<file path="config.mk">
export PLATFORM = sky130hd
export DESIGN_NAME = tocp_timer_pwm
export DESIGN_NICKNAME = d
export VERILOG_FILES = /design/src/rtl/tocp_pkg.sv /design/src/rtl/tocp_timer_pwm.sv /design/src/rtl/tocp_prescaler.sv
export SDC_FILE = /design/constraint.sdc
export NUM_CORES = 1
export LEC_CHECK = 0
export ABC_AREA = 0
export BUFFER_PORTS_ARGS = -buffer_cell sky130_fd_sc_hd__buf_2
export CAP_MARGIN = 20
export CORE_MARGIN = 2
export CORE_UTILIZATION = 52
export DETAILED_ROUTE_END_ITERATION = 6
export PLACE_DENSITY_LB_ADDON = 0.12
export SLEW_MARGIN = 20
export SYNTH_ARGS = -nofsm -noshare
export SYNTH_HDL_FRONTEND = slang
export SYNTH_SLANG_ARGS = --single-unit
</file>
<file path="constraint.sdc">
create_clock -name clock -period 2.6 [get_ports clock]
set_clock_uncertainty 0.05 [all_clocks]
set_input_delay 0.26 -clock clock [delete_from_list [all_inputs] [get_ports clock]]
set_output_delay 0.26 -clock clock [all_outputs]
set_load 0.03 [all_outputs]
</file>
<file path="src/rtl/tocp_pkg.sv">
// Purpose: Shared constants for the timer output compare and PWM block
// Assumes: 32-bit APB, one word per register
// Notes:   Offsets are byte addresses
package tocp_pkg;
    localparam logic [11:0] OFS_CTRL   = 12'h0000;
    localparam logic [11:0] OFS_COUNT  = 12'h0004;
    localparam logic [11:0] OFS_MOD    = 12'h0008;
    localparam logic [11:0] OFS_CH0CS  = 12'h000C;
    localparam logic [11:0] OFS_CH0VAL = 12'h0010;
    localparam logic [11:0] OFS_CH1CS  = 12'h0014;
    localparam logic [11:0] OFS_CH1VAL = 12'h0018;
    // Timer control/status fields
    localparam int CTRL_PS_LSB    = 0;
    localparam int CTRL_CLEAR_BIT = 4;
    localparam int CTRL_HALT_BIT  = 5;
    localparam int CTRL_OVIE_BIT  = 6;
    localparam int CTRL_OVF_BIT   = 7;
    // Channel control/status fields
    localparam int CS_MAX_BIT  = 0;
    localparam int CS_TOV_BIT  = 1;
    localparam int CS_ELS_LSB  = 2;
    localparam int CS_MS_LSB   = 4;
    localparam int CS_IE_BIT   = 6;
    localparam int CS_FLAG_BIT = 7;
    localparam logic [15:0] MOD_RESET   = 16'hFFFF;
    localparam logic [15:0] COUNT_RESET = 16'h0000;
    localparam logic [2:0]  PS_EXTERNAL = 3'h7;
    localparam logic [1:0]  ELS_TOGGLE  = 2'h1;
    localparam logic [1:0]  ELS_CLEAR   = 2'h2;
    localparam logic [1:0]  ELS_SET     = 2'h3;
    localparam logic [1:0]  ELS_NONE    = 2'h0;
endpackage

</file>
<file path="src/rtl/tocp_timer_pwm.sv">
// Purpose: Two-channel 16-bit timer output compare and PWM with APB registers
// Assumes: Registers one word each, zero wait state APB, all inputs synchronous
// Notes:   Pins are output level plus enable; enable low leaves pin to the port
// What this block does
// - Unbuffered compare uses the value register as currently held.
// - Value written below the counter gives no compare that period.
// - Compare event and request at counter match with value.
// - Overflow event and request at each period end.
// - Pair link bit joins channels, output on channel 0 pin.
// - Channel 0 value rules first; channel 1 after written, at overflow.
// - Each later overflow selects the most recently written value register.
// - Channel 0 control governs linked function; channel 1 control ignored.
// - Linked mode releases channel 1 pin to general purpose use.
// - Overflow toggle flips pin when counter reaches modulo.
// - Pulse width spans overflow to compare match.
// - Modulo 255 with prescaler 000 gives 256 clock period.
// - Value 128 in 256-step period gives 50 percent duty.
// - Halt bit stops counting; reset sets it.
// - Counter clear bit zeroes counter and prescaler, reads zero.
// - Overflow flag sets when counter reaches modulo.
module tocp_timer_pwm
(
    input  wire logic        clock,
    input  wire logic        rstn,
    input  wire logic        psel,
    input  wire logic        penable,
    input  wire logic        pwrite,
    input  wire logic [11:0] paddr,
    input  wire logic [31:0] pwdata,
    output logic [31:0]      prdata,
    output logic             pready,
    output logic             pslverr,
    output logic             channel0Pin,
    output logic             channel0PinOe,
    output logic             channel1Pin,
    output logic             channel1PinOe,
    output logic             overflowIrq,
    output logic             compareIrq0,
    output logic             compareIrq1
);
    typedef struct packed {
        logic [15:0] count;
        logic [15:0] modulo;
        logic [2:0]  ps;
        logic        halt;
        logic        ovIe;
        logic        ovFlag;
        logic        ovArmed;
        logic [1:0][7:0]  cs;
        logic [1:0][15:0] val;
        logic [1:0]  armed;
        logic [1:0]  pin;
        logic        active;
        logic        pend1;
        logic        lastWr;
        logic [31:0] rdata;
        logic        ready;
        logic        err;
        logic        ovIrq;
        logic [1:0]  cmpIrq;
        logic [1:0]  oe;
    } tocp_state_t;

    tocp_state_t s_q;
    tocp_state_t s_d;
    logic        tick;
    logic        clrReq;
    logic        access;
    logic        wr;
    logic        atMod;
    logic [15:0] nextCnt;
    logic        linked;
    logic [1:0]  match;
    logic [15:0] cmpVal [2];

    function automatic logic outputMode(input logic [7:0] cs);
        outputMode = cs[tocp_pkg::CS_MS_LSB +: 2] != 2'b00;
    endfunction

    function automatic logic applyEls(input logic [1:0] els, input logic pin);
        unique case (els)
            tocp_pkg::ELS_TOGGLE: applyEls = ~pin;
            tocp_pkg::ELS_CLEAR:  applyEls = 1'b0;
            tocp_pkg::ELS_SET:    applyEls = 1'b1;
            default:              applyEls = pin;
        endcase
    endfunction

    assign access = psel && penable;
    assign wr     = access && pwrite;
    assign clrReq = wr && paddr == tocp_pkg::OFS_CTRL && pwdata[tocp_pkg::CTRL_CLEAR_BIT];
    assign atMod  = tick && s_q.count == s_q.modulo;
    assign nextCnt = atMod ? tocp_pkg::COUNT_RESET : 16'(s_q.count + 16'h0001);
    assign linked = s_q.cs[0][tocp_pkg::CS_MS_LSB + 1];

    tocp_prescaler u_ps
    (
        .clock (clock),
        .rstn  (rstn),
        .clear (clrReq),
        .run   (~s_q.halt),
        .sel   (s_q.ps),
        .tick  (tick)
    );

    // Linked pair compares against the active buffer only
    always_comb
    begin
        cmpVal[0] = (linked && s_q.active) ? s_q.val[1] : s_q.val[0];
        cmpVal[1] = s_q.val[1];
    end

    always_comb
    begin
        s_d = s_q;
        s_d.ready  = 1'b0;
        s_d.err    = 1'b0;
        s_d.rdata  = 32'h0000_0000;
        match      = 2'b00;

        // Counter, halted by reset until software clears halt
        if (tick && !s_q.halt)
        begin
            s_d.count = nextCnt;
        end

        // Compares use the live value; no holding stage, so a value written below
        // the counter simply misses this period
        for (int i = 0; i < 2; i++)
        begin
            // Match as the counter steps onto the value, so the width is exactly the value
            match[i] = tick && !s_q.halt && nextCnt == cmpVal[i]
                       && outputMode(s_q.cs[i]) && !(i == 1 && linked);
            if (match[i])
            begin
                s_d.cs[i][tocp_pkg::CS_FLAG_BIT] = 1'b1;
                if (!(s_q.cs[i][tocp_pkg::CS_TOV_BIT] && atMod))
                begin
                    s_d.pin[i] = applyEls(s_q.cs[i][tocp_pkg::CS_ELS_LSB +: 2], s_q.pin[i]);
                end
            end
            // Overflow toggle wins over a simultaneous compare
            if (atMod && !s_q.halt && outputMode(s_q.cs[i]) && s_q.cs[i][tocp_pkg::CS_TOV_BIT]
                && !(i == 1 && linked))
            begin
                s_d.pin[i] = ~s_q.pin[i];
                if (s_q.cs[i][tocp_pkg::CS_MAX_BIT])
                begin
                    s_d.pin[i] = s_q.cs[i][tocp_pkg::CS_ELS_LSB] ? 1'b0 : 1'b1;
                end
            end
            s_d.oe[i] = s_q.cs[i][tocp_pkg::CS_ELS_LSB +: 2] != tocp_pkg::ELS_NONE
                        && !(i == 1 && linked);
        end

        if (atMod && !s_q.halt)
        begin
            s_d.ovFlag = 1'b1;
            if (linked && s_q.pend1)
            begin
                s_d.active = s_q.lastWr;
            end
        end

        // APB, zero wait state
        s_d.ready = psel && !penable;
        if (psel && !penable && !pwrite)
        begin
            unique case (paddr)
                tocp_pkg::OFS_CTRL:   s_d.rdata = {24'h00_0000, s_q.ovFlag, s_q.ovIe, s_q.halt,
                                                   1'b0, 1'b0, s_q.ps};
                tocp_pkg::OFS_COUNT:  s_d.rdata = {16'h0000, s_q.count};
                tocp_pkg::OFS_MOD:    s_d.rdata = {16'h0000, s_q.modulo};
                tocp_pkg::OFS_CH0CS:  s_d.rdata = {24'h00_0000, s_q.cs[0]};
                tocp_pkg::OFS_CH0VAL: s_d.rdata = {16'h0000, s_q.val[0]};
                tocp_pkg::OFS_CH1CS:  s_d.rdata = {24'h00_0000, s_q.cs[1]};
                tocp_pkg::OFS_CH1VAL: s_d.rdata = {16'h0000, s_q.val[1]};
                default:              s_d.err   = 1'b1;
            endcase
            s_d.ovArmed = paddr == tocp_pkg::OFS_CTRL && s_q.ovFlag;
            for (int i = 0; i < 2; i++)
            begin
                if (paddr == (i == 0 ? tocp_pkg::OFS_CH0CS : tocp_pkg::OFS_CH1CS))
                begin
                    s_d.armed[i] = s_q.cs[i][tocp_pkg::CS_FLAG_BIT];
                end
            end
        end
        if (psel && !penable && pwrite)
        begin
            s_d.err = !(paddr inside {tocp_pkg::OFS_CTRL, tocp_pkg::OFS_COUNT, tocp_pkg::OFS_MOD,
                        tocp_pkg::OFS_CH0CS, tocp_pkg::OFS_CH0VAL, tocp_pkg::OFS_CH1CS,
                        tocp_pkg::OFS_CH1VAL});
        end
        if (wr)
        begin
            unique case (paddr)
                tocp_pkg::OFS_CTRL:
                begin
                    s_d.ps   = pwdata[tocp_pkg::CTRL_PS_LSB +: 3];
                    s_d.halt = pwdata[tocp_pkg::CTRL_HALT_BIT];
                    s_d.ovIe = pwdata[tocp_pkg::CTRL_OVIE_BIT];
                    // Two-step clear; a new overflow in this cycle keeps the flag
                    if (!pwdata[tocp_pkg::CTRL_OVF_BIT] && s_q.ovArmed && !(atMod && !s_q.halt))
                    begin
                        s_d.ovFlag = 1'b0;
                    end
                    s_d.ovArmed = 1'b0;
                    if (pwdata[tocp_pkg::CTRL_CLEAR_BIT])
                    begin
                        s_d.count = tocp_pkg::COUNT_RESET;
                    end
                end
                tocp_pkg::OFS_MOD:    s_d.modulo = pwdata[15:0];
                tocp_pkg::OFS_CH0VAL:
                begin
                    s_d.val[0] = pwdata[15:0];
                    s_d.lastWr = 1'b0;
                end
                tocp_pkg::OFS_CH1VAL:
                begin
                    s_d.val[1] = pwdata[15:0];
                    s_d.lastWr = 1'b1;
                    s_d.pend1  = 1'b1;
                end
                tocp_pkg::OFS_CH0CS, tocp_pkg::OFS_CH1CS:
                begin
                    for (int i = 0; i < 2; i++)
                    begin
                        if (paddr == (i == 0 ? tocp_pkg::OFS_CH0CS : tocp_pkg::OFS_CH1CS))
                        begin
                            s_d.cs[i][6:0] = pwdata[6:0];
                            if (!pwdata[tocp_pkg::CS_FLAG_BIT] && s_q.armed[i] && !match[i])
                            begin
                                s_d.cs[i][tocp_pkg::CS_FLAG_BIT] = 1'b0;
                            end
                            s_d.armed[i] = 1'b0;
                            // Output preset level taken while not in output mode or while no edge is selected
                            if (pwdata[tocp_pkg::CS_MS_LSB +: 2] == 2'b00
                                || pwdata[tocp_pkg::CS_ELS_LSB +: 2] == tocp_pkg::ELS_NONE)
                            begin
                                s_d.pin[i] = ~pwdata[tocp_pkg::CS_MS_LSB];
                            end
                        end
                    end
                    if (paddr == tocp_pkg::OFS_CH0CS && !pwdata[tocp_pkg::CS_MS_LSB + 1])
                    begin
                        s_d.active = 1'b0;
                        s_d.pend1  = 1'b0;
                    end
                end
                default:
                begin
                end
            endcase
        end

        s_d.ovIrq  = s_d.ovFlag && s_d.ovIe;
        for (int i = 0; i < 2; i++)
        begin
            s_d.cmpIrq[i] = s_d.cs[i][tocp_pkg::CS_FLAG_BIT] && s_d.cs[i][tocp_pkg::CS_IE_BIT]
                            && !(i == 1 && s_d.cs[0][tocp_pkg::CS_MS_LSB + 1]);
        end
    end

    always_ff @(posedge clock or negedge rstn)
    begin
        if (!rstn)
        begin
            s_q        <= '0;
            s_q.modulo <= tocp_pkg::MOD_RESET;
            s_q.halt   <= 1'b1;
            s_q.pin    <= 2'b11;
        end
        else
        begin
            s_q <= s_d;
        end
    end

    assign prdata        = s_q.rdata;
    assign pready        = s_q.ready;
    assign pslverr       = s_q.err;
    assign channel0Pin   = s_q.pin[0];
    assign channel0PinOe = s_q.oe[0];
    assign channel1Pin   = s_q.pin[1];
    assign channel1PinOe = s_q.oe[1];
    assign overflowIrq   = s_q.ovIrq;
    assign compareIrq0   = s_q.cmpIrq[0];
    assign compareIrq1   = s_q.cmpIrq[1];

    halt_reset_a: assert property (@(posedge clock) disable iff (!rstn)
        s_q.halt |=> $stable(s_q.count) || $past(clrReq)) else $error("count moved while halted");
    clear_zero_a: assert property (@(posedge clock) disable iff (!rstn)
        clrReq |=> s_q.count == 16'h0000) else $error("clear did not zero counter");
    wrap_zero_a: assert property (@(posedge clock) disable iff (!rstn)
        atMod && !s_q.halt && !clrReq |=> s_q.count == 16'h0000 && s_q.ovFlag)
        else $error("no wrap or flag at modulo");
    toggle_ovf_a: assert property (@(posedge clock) disable iff (!rstn)
        atMod && !s_q.halt && s_q.cs[0][1] && s_q.cs[0][5:4] != 2'b00 && !s_q.cs[0][0] && !wr
        |=> s_q.pin[0] != $past(s_q.pin[0])) else $error("no toggle on overflow");
    cmp_flag_a: assert property (@(posedge clock) disable iff (!rstn)
        match[0] |=> s_q.cs[0][7]) else $error("compare flag not set");
    link_release_a: assert property (@(posedge clock) disable iff (!rstn)
        linked |=> !s_q.oe[1] || !$past(linked)) else $error("pin1 held while linked");
    buf_swap_a: assert property (@(posedge clock) disable iff (!rstn)
        linked && s_q.pend1 && atMod && !s_q.halt && !wr |=> s_q.active == $past(s_q.lastWr))
        else $error("buffer not switched at overflow");
    clear_pin_a: assert property (@(posedge clock) disable iff (!rstn)
        match[0] && s_q.cs[0][3:2] == 2'b10 && !atMod && !wr |=> !s_q.pin[0])
        else $error("clear on compare failed");
endmodule

</file>
<file path="src/rtl/tocp_prescaler.sv">
// Purpose: Divides the bus clock into the timer tick enable
// Assumes: Select 7 is an external clock that is not present here
// Notes:   Clear restarts the divider so the first tick is a full period
module tocp_prescaler
(
    input  wire logic       clock,
    input  wire logic       rstn,
    input  wire logic       clear,
    input  wire logic       run,
    input  wire logic [2:0] sel,
    output logic            tick
);
    typedef struct packed {
        logic [5:0] div;
        logic       tick;
    } tocp_ps_t;

    tocp_ps_t s_q;
    tocp_ps_t s_d;
    logic [5:0] mask;

    always_comb
    begin
        mask = (sel == 3'd0) ? 6'h00 : 6'(7'h7F >> (3'd7 - sel));
        s_d = s_q;
        s_d.tick = 1'b0;
        if (clear)
        begin
            s_d.div = 6'h00;
        end
        else if (run && sel != tocp_pkg::PS_EXTERNAL)
        begin
            if ((s_q.div & mask) == mask)
            begin
                s_d.div  = 6'h00;
                s_d.tick = 1'b1;
            end
            else
            begin
                s_d.div = 6'(s_q.div + 6'h01);
            end
        end
    end

    always_ff @(posedge clock or negedge rstn)
    begin
        if (!rstn)
        begin
            s_q <= '0;
        end
        else
        begin
            s_q <= s_d;
        end
    end

    assign tick = s_q.tick;
endmodule

</file>
# == Word-level counts from Yosys, hierarchy flattened ==
# Index checks and enable logic that the tools add are counted.
# word_totals
word_cells,183
regBits,140
inputBits,49
out_inout_bits,41
# op_classes
bitwise_logic,5
shifts,1
muxes,58
reduce_logical,72
eq_ne,18
add_sub_neg,3
# op_table
cell,n
$mux 16,10
$pmux 16 s7,1
$mux 94,1
$eq 16x16->1,3
$logic_and 1x1->1,38
$eq 12x5->1 const B,3
$mux 1,32
$eq 12x4->1 const B,2
$mux 6,3
$add 16x1->16 const B,1
$mux 8,2
$mux 7,2
$reduce_bool 2->1,7
$eq 12x3->1 const B,1
$logic_not 12->1,1
$logic_not 1->1,11
$reduce_and 2->1,5
$reduce_and 3->1,3
$eq 2x2->1 const B,4
$reduce_bool 7->1,1
$reduce_or 7->1,1
$shr 7x3->6 const A,1
$add 6x1->6 const B,1
$and 6x6->6,1
other kinds (14),22

# == Depth between registers and ports, before layout ==
# Gate-level depths: netlist of run 1.
# depth
word_depth,15
ltp_mapped,12
ltp_nobuf,10

# == Modules after synthesis ==
# From an unflattened synthesis of run 1, not the netlist that was laid out.
# unflattened
cells_unflattened,711
area_unflattened_um2,7224.4
# modules_own_cells
mod,seq_area_each_um2,instances,cells_per_inst,area_per_inst_um2
tocp_timer_pwm,2951.6,1,674,6837.8
tocp_prescaler,175.2,1,37,386.6

# == Least setup slack after synthesis of run 1 ==
# OpenSTA, ideal clock, no wires.
# synth_path
kind,reg-to-reg
startpoint,register s_q[118] (netlist bit)
endpoint,"register s_q, in the netlist channel0Pin"
setup_slack_ns,-0.239
n_path_buf,0
required_ns,2.469
arrival_ns,2.708
synth_period_minus_slack_ns,2.839
stages_incl_launch_ff,11
setup_time_ns,0.081
cell_sequence,dfrtp_1 > ha_1 > nand3_1 > nor4_2 > xor2_1 > inv_2 > nor4_1 > o311a_1 > nand4b_1 > mux2_1 > a32oi_1
# synth_rtl
element,line,text
start: declaration,tocp_timer_pwm.sv:64,tocp_state_t s_q;

==> impl_metrics.json, run 1 <==
{
  "grt_pass1_wl_um": 38100,
  "synth_compound_area_share_pct": 17.0,
  "holdWs_ns": 0.0294,
  "synth_top_flop_cell": "dfrtp_1",
  "finalWorstSetupSlack_ns": -0.329,
  "post_dp_cell_area_mm2": 0.00875,
  "die_w_um": 123,
  "track_usage_pct": 34.1,
  "area.growth.synth_to_final_pct": 31.7,
  "multiInputGateArea_mm2": 0.00421,
  "slew_headroom_pct": 43.6,
  "ys_ff_latch": 124,
  "final-hold-violation-count": 0,
  "ios": 90,
  "clock_latency_ns": 0.43,
  "r2r_cells": 8,
  "dieArea_mm2": 0.0152,
  "via_per_inst": 6.23,
  "power.total_mw": 5.39,
  "fin_crit_sh_pct": 113,
  "stdcell_area_mm2": 0.00975,
  "drt-total-wl_um": 24700,
  "leakagePower_nw": 4.47,
  "yosysSeqAreaShare_pct": 42.2,
  "synth_edf_count": 0,
  "ys.warnings.count": 0,
  "synth_fa_ha_area_share_pct": 0.338,
  "layout-drive-gt1-share_pct": 40.5,
  "peakVddDrop_mv": 0.515,
  "worstPathArrival_ns": 3.23,
  "portBuffers": 57,
  "nets": 993,
  "place.gp.congestion": 1.05,
  "cts_tree": "built",
  "syn-cell-area_mm2": 0.00740,
  "p_per_area_mw_per_mm2": 552,
  "synthTopCellsByCount": "dfrtp_1 (105), nand2_1 (87), mux2_2 (58)",
  "syn_inst": 772,
  "yosysTopAreaCell": "dfrtp_1",
  "antenna_found_initial": 0,
  "place_hpwl_um": 17400,
  "finalSetupTns_ns": -1.18,
  "synthMuxAreaShare_pct": 11.0,
  "yosys-top-cells-area": "dfrtp_1 (35%), mux2_2 (8.8%), dfstp_2 (6.7%)",
  "gr-total-overflow": 0,
  "nFillCells": 1067,
  "seq_area_mm2": 0.00313,
  "synthSimpleGateAreaFrac_pct": 17.1,
  "clockBufferDepth": 2,
  "clockRootBuffer": "clkbuf_16",
  "cts.htree.levels": 4,
  "cp-end-kind": "register",
  "maxCapViolCount": 0,
  "synth_top_family_by_area": "simple AND/OR/NAND/NOR gates",
  "first_global_vias": 6847,
  "num_vias": 7070,
  "synthArstFlopShare_pct": 100,
  "post-route-drc-count": 1,
  "drt_first_pass_iters": 7,
  "required_ns": 2.90,
  "coreArea_mm2": 0.0139,
  "cts_buffers": 17,
  "finalSetupViolCount": 6,
  "clock_sinks": 124,
  "grt_setup_unrepaired": "yes",
  "max_freq_mhz": 341,
  "synth_top_area_share_pct": 35.5,
  "violations": "DRC, setup timing",
  "critPathLaunchType": "register",
  "synth.distinct_cells": 75,
  "synth_xor_area_share_pct": 5.22,
  "fin_crit_ns": 2.93,
  "wl_per_cell_um": 21.8,
  "yosysMostFrequentCell": "dfrtp_1",
  "drtAntennaViolNets": 0,
  "critical_path_peak_fanout": 7,
  "avgSynthCellArea_um2": 9.59,
  "drt_iter0_markers": 736,
  "diodes": 0,
  "die_y_um": 123,
  "worstHoldPathType": "input port to register",
  "critPathKind": "register to register",
  "slew_violations": 0,
  "place_ws_ns": -0.468,
  "initial_core_util_pct": 53.3,
  "status": "complete, but fails checks",
  "placementRows": 43,
  "whs_path_depth": 2,
  "cts.reportedPaths.clkPinSlew_ns": 0.06,
  "r2r_slack_ns": -0.33,
  "worst_pin_slew_ns": 0.843,
  "grt_max_degree": 43
}
-- critical path, stage by stage (launching register included) --
cell,delay [ns]
dfrtp_2,0.45
nand4_4,0.23
or3_4,0.43
xor2_4,0.20
a221o_1,0.38
a2111oi_4,0.32
nand4b_1,0.26
mux2_4,0.36
a32oi_1,0.15
-- state kept, by name, indices dropped and copies added (netlist names), 6 cells and up --
name,flops
u_ps.s_q,6
cmpVal,16
prdata,16
s_q,75
-- layout make-up --
| type | count | area share, % |
|---|---|---|
| clock buffer | 20 | 4.58 |
| clock inverter | 12 | 1.17 |
| inverter | 16 | 0.616 |
| multi-input combinational | 569 | 43.1 |
| sequential | 124 | 32.1 |
| tap | 180 | 2.31 |
| timing repair buffer | 214 | 16.0 |
-- path summary, 6_finish.rpt --
kind | startpoint | to
worst max-delay path | s_q[124]$_DFF_PN0_ | channel0Pin$_DFF_PN1_
worst min-delay path | pwdata[4] | channel0Pin$_DFF_PN1_
worst max register to register | s_q[124]$_DFF_PN0_ | channel0Pin$_DFF_PN1_
worst min register to register | s_q[39]$_DFFE_PN0P_ | s_q[39]$_DFFE_PN0P_
max in group asynchronous | rstn | s_q[113]$_DFFE_PN1P_
min in group asynchronous | rstn | s_q[90]$_DFFE_PN0P_
-- placed cells by master, fill, tap and decap left out, drive strengths merged, types with 5 or more instances in the layout --
| cell | synthesis | layout |
|---|---|---|
| buf | 49 | 213 |
| dfrtp | 105 | 105 |
| nand2 | 88 | 88 |
| mux2 | 59 | 59 |
| nor2 | 50 | 50 |
| o21ai | 46 | 46 |
| a22oi | 42 | 42 |
| xnor2 | 35 | 35 |
| a21oi | 33 | 33 |
| clkbuf | 29 | 20 |
| dfstp | 19 | 19 |
| inv | 16 | 19 |
| conb | 1 | 16 |
| nor3 | 16 | 16 |
| nand3 | 16 | 16 |
| mux2i | 13 | 13 |
| nand4 | 12 | 12 |
| nand2b | 10 | 10 |
| a31oi | 10 | 10 |
| nor4 | 9 | 9 |
| and2 | 8 | 8 |
| and3 | 7 | 7 |
| or3 | 7 | 7 |
| xor2 | 7 | 7 |
| a222oi | 6 | 6 |
| nand3b | 6 | 6 |
| o211ai | 5 | 5 |
-- where the power goes --
group / internal (mW) / switching [mW]
sequential: 1.95 / 0.0255
clock: 1.34 / 0.920
combinational: 0.516 / 0.628
-- metal layers --
metal  global-route usage (%)  wire, um  vias up
met1                     45.9     10300     3505
met3                     8.86      2320       52
met4                     11.1       561        0
met2                     53.6     11600      397
met5                        0         0        -
li1                         -         -     3116
-- cell families after synthesis --
kind of cell	after synthesis
compound gates	186
fa+ha+maj	2
flops	124
buf+inv	94
other cells	1
simple gates	250
xor+xnor	42
mux	73
-- stage by stage --
step / std cells / utilization (%)
5_1_grt: 1135 / 70.2
3_3_place_gp: 1091 / 63.1
3_5_place_dp: 1091 / 63.1
4_1_cts: 1129 / 68.8
2_1_floorplan: 787 / -
6_report: 1135 / 70.2
-- repair_timing --
| action | in CTS | in global routing |
|---|---|---|
| pin swaps | 15 | 11 |
| hold buffers | 1 | 0 |
| endpoints found under the setup margin | 7 | 7 |
| endpoints found under the hold margin | 26 | 0 |
| setup buffers | 5 | 7 |
| resized for setup | 38 | 23 |
(Power assumes the default switching activity.)
==> run 2, diff against run 1 <==
SYNTH_HIERARCHICAL = 1   (was not set)
==> run 2 against run 1 <==
  * The run ends with setup timing left
  * Combinational power fell by 81%
  * Global-route usage fell by 0.27 points
  * Final area fell by 1.3%
  * Register-to-register slack improved by 0.20 ns
  * Critical path depth rose by 1
  * Highest routed layer unchanged
==> impl_metrics.json, run 2 <==
{
  "initial_core_util_pct": 52.7,
  "critical_path_peak_fanout": 2,
  "wl_per_cell_um": 22.5,
  "drt_first_pass_iters": 5,
  "antenna_found_initial": 1,
  "syn-cell-area_mm2": 0.00722,
  "layout_commonest_cell": "buf_4",
  "dieArea_mm2": 0.0149,
  "finalSetupTns_ns": -0.247,
  "via_per_inst": 6.15,
  "yosys-top-cells-area": "dfrtp_1 (36%), mux2_2 (13%), dfstp_2 (6.9%)",
  "syn_inst": 711,
  "holdWs_ns": 0.0394,
  "die_y_um": 122,
  "slew_headroom_pct": 47.4,
  "fin_crit_ns": 2.73,
  "die_w_um": 122,
  "critPathKind": "register to register",
  "portBuffers": 57,
  "yosysSeqAreaShare_pct": 43.3,
  "maxCapViolCount": 0,
  "timing.rr.end": "channel0Pin$_DFF_PN1_",
  "place.gp.congestion": 1.02,
  "nets": 933,
  "worst-path-stages": 9,
  "area.growth.synth_to_final_pct": 33.2,
  "peakVddDrop_mv": 0.419,
  "max_freq_mhz": 366,
  "synth_edf_count": 0,
  "synth.distinct_cells": 74,
  "dp_cells": 1022,
  "post_dp_cell_area_mm2": 0.00845,
  "status": "complete, but fails checks",
  "gr-total-overflow": 0,
  "cp-end-kind": "register",
  "layout_common_cells": "buf_4 (147), dfrtp_1 (97), mux2_2 (81)",
  "p_per_area_mw_per_mm2": 498,
  "clockRootBuffer": "clkbuf_16",
  "place_ws_ns": -0.366,
  "finalSetupViolCount": 4,
  "final-hold-violation-count": 0,
  "ys.warnings.count": 6,
  "drtAntennaViolNets": 0,
  "clock_sinks": 124,
  "yosysMostFrequentCell": "dfrtp_1",
  "whs_path_depth": 3,
  "max_stage_delay_ns": 0.56,
  "worstSetupStartpoint": "cmpVal[5]$_DFFE_PN0P_",
  "place_hpwl_um": 17500,
  "grt_setup_unrepaired": "yes",
  "coreArea_mm2": 0.0137,
  "cts_buffers": 17,
  "rr_startpoint": "cmpVal[5]$_DFFE_PN0P_",
  "post-route-drc-count": 0,
  "yosysTopAreaCell": "dfrtp_1",
  "r2r_cells": 9,
  "drt-total-wl_um": 24200,
  "cp_top_family": "simple AND/OR/NAND/NOR gates",
  "cts.reportedPaths.clkPinSlew_ns": 0.06,
  "num_vias": 6615,
  "power.total_mw": 4.79,
  "r2r_slack_ns": -0.13,
  "clockBufferDepth": 2,
  "fin_cells": 1076,
  "leakagePower_nw": 4.51,
  "synth_top_area_share_pct": 36.4,
  "largest_reg_flops": 75,
  "synth_top_flop_cell": "dfrtp_1",
  "track_usage_pct": 33.8,
  "cts.htree.levels": 4,
  "clock_latency_ns": 0.43,
  "ios": 90,
  "worstPathArrival_ns": 3.01,
  "grt_pass1_wl_um": 36900,
  "finalWorstSetupSlack_ns": -0.130,
  "cp-endpoint": "channel0Pin$_DFF_PN1_",
  "violations": "setup timing",
  "cpMaxStageDelayCell": "or4_4",
  "stdcell_area_mm2": 0.00962,
  "crit_chain": "or4_4 -> nor4_2 -> a31oi_1 -> nor4_4 -> o21ai_1 -> nor4_2 -> nand4_1 -> mux2_4 -> a211oi_2",
  "cp_common_cell": "nor4_2",
  "drt_iter0_markers": 877,
  "synthArstFlopShare_pct": 100,
  "placementRows": 43,
  "slew_violations": 0,
  "grt_max_degree": 56,
  "worst_pin_slew_ns": 0.790,
  "avgSynthCellArea_um2": 10.2,
  "required_ns": 2.88,
  "worstHoldPathType": "input port to register",
  "synthTopCellsByCount": "dfrtp_1 (105), mux2_2 (81), nand2_1 (58)",
  "first_global_vias": 6400,
  "regMostFlops": "s_q",
  "critPathBufInv": 0,
  "fin_crit_sh_pct": 105,
  "ys_ff_latch": 124,
  "layout-drive-gt1-share_pct": 45.8,
  "final_util_pct": 70.2,
  "cts_tree": "built",
  "critPathLaunchType": "register"
}
==> run 2: changes by cell type after synthesis, moves of 10 or more <==
cell	delta
a22oi_1	-31
nand2_1	-29
mux2_2	+23
o21ai_0	-20
nor2_1	-14
xnor2_1	-14
a222oi_1	+12
xor2_1	+10
==> run 2: worst min path at each step <==
stage | startpoint | endpoint | slack, ns
finish | pwdata[11] | cmpVal[11]$_DFFE_PN0P_ | 0.04
floorplan | rstn | channel0PinOe$_DFF_PN0_ | -0.09
CTS | pwdata[11] | cmpVal[11]$_DFFE_PN0P_ | 0.02
detailed placement | rstn | u_ps/s_q[2]$_DFFE_PN0P_ | 0.33
global route | pwdata[13] | cmpVal[13]$_DFFE_PN0P_ | 0.03
global placement | rstn | u_ps/s_q[3]$_DFFE_PN0P_ | 0.34
==> run 2: what timing repair did <==
| action | CTS | global route |
|---|---|---|
| setup buffers | 12 | 8 |
| setup endpoints to repair | 6 | 6 |
| gates resized for setup | 60 | 13 |
| pin swaps | 30 | 19 |
| hold endpoints to repair | 49 | 0 |
| gates cloned | 1 | 0 |
| hold buffers | 1 | 0 |
==> run 2: area by class of cell <==
| class | count | area (um^2) |
|---|---|---|
| flip-flops and latches | 124 | 3140 |
| well taps | 180 | 225 |
| repair buffers | 214 | 1540 |
| inverters | 15 | 56.3 |
| multi-input cells | 510 | 4010 |
| clock buffers | 21 | 460 |
| fillers | 1058 | 4100 |
| clock inverters | 11 | 189 |
| diodes | 1 | 2.50 |
==> run 2: kinds of logic after synthesis <==
family                   after synthesis  synth area share, %
flip-flops                           124                 43.3
other                                  1               0.0519
multiplexers                          96                 14.9
AO/OA/AOI/OAI                        149                 14.6
adder cells (fa/ha/maj)                2                0.346
AND/OR/NAND/NOR                      209                 15.5
XOR/XNOR                              37                 4.49
buffers and inverters                 93                 6.89
==> run 2: power by group <==
| part | internal [mW] | leakage, nW | switching [mW] |
|---|---|---|---|
| combinational | 0.0678 | 2.67 | 0.144 |
| clock | 1.75 | 0.313 | 0.883 |
| sequential | 1.94 | 1.52 | 0.00528 |
| total | 3.76 | 4.51 | 1.03 |
==> run 2: metal layers <==
layer / wire length, um / share of wire (%) / track usage, %
met1: 10400 / 43 / 48.1
met2: 11000 / 45 / 50.5
met3: 2230 / 9.2 / 7.63
met4: 622 / 2.6 / 12.8
met5: 0 / 0 / 0
==> run 2: tightest hold or removal path: stages <==
cell	delay (ns)
buf_2	0.11
nand2_1	0.05
o21ai_0	0.06
==> run 3, diff against run 2 <==
clock period = 3.5 ns   (was 2.6 ns; I/O delays follow)
==> run 3 against run 2 <==
  * The flow now finishes without violations
  * Clock power down 32%
  * Non-clock buffer count down 111
  * Setup slack better by 0.49 ns
  * Final cell count down 11%
  * Critical path type unchanged
  * Critical endpoint unchanged
  * Largest cell class unchanged
==> impl_metrics.json, run 3 (synthesis results as in run 2) <==
{
  "peakVddDrop_mv": 0.278,
  "nets": 821,
  "first_global_vias": 6096,
  "grt_pass1_wl_um": 35000,
  "critPathKind": "register to register",
  "leakagePower_nw": 3.81,
  "critPathLaunchType": "register",
  "wl_per_cell_um": 23.1,
  "finalSetupTns_ns": 0,
  "p_per_area_mw_per_mm2": 406,
  "place.gp.congestion": 0.974,
  "crit_chain": "nand4_4 -> nor4_1 -> xor2_1 -> a2111oi_0 -> buf_4 -> nand2_1 -> o21ai_0 -> nand4_1 -> mux2_1 -> a211oi_2",
  "drt-met1-wl_um": 9920,
  "multiInputGateArea_mm2": 0.00367,
  "clockBufferDepth": 2,
  "largest_reg_flops": 75,
  "place_hpwl_um": 16500,
  "route.met2.wl_um": 9920,
  "drt-total-wl_um": 22200,
  "seq_area_mm2": 0.00313,
  "die_w_um": 122,
  "cts.htree.levels": 4,
  "initial_core_util_pct": 52.7,
  "worst_pin_slew_ns": 0.910,
  "post-route-drc-count": 0,
  "placementRows": 43,
  "drtAntennaViolNets": 0,
  "required_ns": 3.80,
  "cp_top_family": "simple AND/OR/NAND/NOR gates",
  "wl_met3_um": 1870,
  "worstPathArrival_ns": 3.44,
  "dieArea_mm2": 0.0149,
  "coreArea_mm2": 0.0137,
  "status": "complete, no violations",
  "critPathBufInv": 1,
  "ios": 90,
  "grt_max_degree": 71,
  "grt_setup_unrepaired": "no",
  "drt_iter0_markers": 872,
  "portBuffers": 57,
  "fin_crit_sh_pct": 89.8,
  "clock_latency_ns": 0.43,
  "layout_commonest_cell": "dfrtp_1",
  "holdWs_ns": 0.000277,
  "cp-end-kind": "register",
  "num_vias": 6148,
  "layout-drive-gt1-share_pct": 31.5,
  "track_usage_pct": 31.7,
  "area.growth.synth_to_final_pct": 15.2,
  "fin_crit_ns": 3.14,
  "final-hold-violation-count": 0,
  "gr-total-overflow": 0,
  "regMostFlops": "s_q",
  "max_stage_delay_ns": 0.60,
  "clockRootBuffer": "clkbuf_16",
  "layout_common_cells": "dfrtp_1 (105), mux2_2 (81), nand2_1 (58)",
  "hold_buffers": 0,
  "nFillCells": 1164,
  "diodes": 0,
  "cts_buffers": 17,
  "via_per_inst": 6.38,
  "slew_headroom_pct": 39.4,
  "clock_sinks": 124,
  "post_cts_resized": 0,
  "die_y_um": 122,
  "slew_violations": 0,
  "drt_first_pass_iters": 6,
  "cts_setup_buffers": 0,
  "cts_tree": "built",
  "critical_path_peak_fanout": 7,
  "cpMaxStageDelayCell": "dfrtp_1",
  "maxCapViolCount": 0,
  "cts.reportedPaths.clkPinSlew_ns": 0.06,
  "antenna_found_initial": 1,
  "finalSetupViolCount": 0,
  "worstHoldPathType": "input port to asynchronous set/reset pin",
  "top_layer": "met5",
  "max_freq_mhz": 318
}
## run 3: cell count changes in the layout (fill, tap and decap cells not counted), sizes merged
cell	change
buf	-110
bufinv	-3
clkbuf	+2
clkinv	+1
diode	-1
dlygate4sd3	-1
or2	-1
## run 3: worst paths after layout
check | slack, ns | end | depth (start not counted) | from
worst min-delay path | 0.0003 | u_ps/s_q[4]$_DFFE_PN0P_ | 1 | rstn
min in group clock | 0.11 | cmpVal[13]$_DFFE_PN0P_ | 3 | pwdata[13]
max in group asynchronous | 2.53 | s_q[114]$_DFFE_PN1P_ | 2 | rstn
worst max-delay path | 0.36 | channel0Pin$_DFF_PN1_ | 10 | s_q[121]$_DFF_PN0_
worst max register to register | 0.36 | channel0Pin$_DFF_PN1_ | 10 | s_q[121]$_DFF_PN0_
worst min register to register | 0.45 | s_q[45]$_DFF_PN0_ | 1 | s_q[45]$_DFF_PN0_
## run 3: worst reg2reg max path: stages (launching register included)
cell and delay, ns:
dfrtp_1 0.60, nand4_4 0.23, nor4_1 0.37, xor2_1 0.13, a2111oi_0 0.38, buf_4 0.19
nand2_1 0.05, o21ai_0 0.17, nand4_1 0.29, mux2_1 0.42, a211oi_2 0.19
## run 3: layout make-up
class	instances	area share [%]
tap	180	2.71
multi-input combinational	509	44.1
timing repair buffer	103	7.76
clock buffer	23	5.86
inverter	15	0.677
clock inverter	9	1.34
sequential	124	37.6
## run 3: report_power, final
part / switching [mW] / leakage [nW] / internal [mW]
Sequential: 0.00416 / 1.53 / 1.44
Combinational: 0.0997 / 1.99 / 0.0394
Clock: 0.668 / 0.290 / 1.12
## run 3: per-stage QoR
stage / worst slack [ns] / power, mW / cells / util, % / cell area [um^2]
2_1_floorplan: 0.863 / 1.55 / 726 / - / 7280
3_3_place_gp: 0.400 / 1.61 / 931 / 56.3 / 7720
3_5_place_dp: 0.407 / 1.61 / 931 / 56.3 / 7720
4_1_cts: 0.388 / 3.39 / 963 / 60.6 / 8320
5_1_grt: 0.102 / 3.47 / 963 / 60.6 / 8320
6_report: 0.356 / 3.38 / 963 / 60.6 / 8320
## run 3: per-layer routing
| metal | vias to the layer above | GRT usage (%) |
|---|---|---|
| met1 | 3102 | 46.1 |
| met3 | 43 | 6.65 |
| met4 | 2 | 10.7 |
| met5 | - | 0 |
| met2 | 305 | 47.0 |
| li1 | 2696 | - |
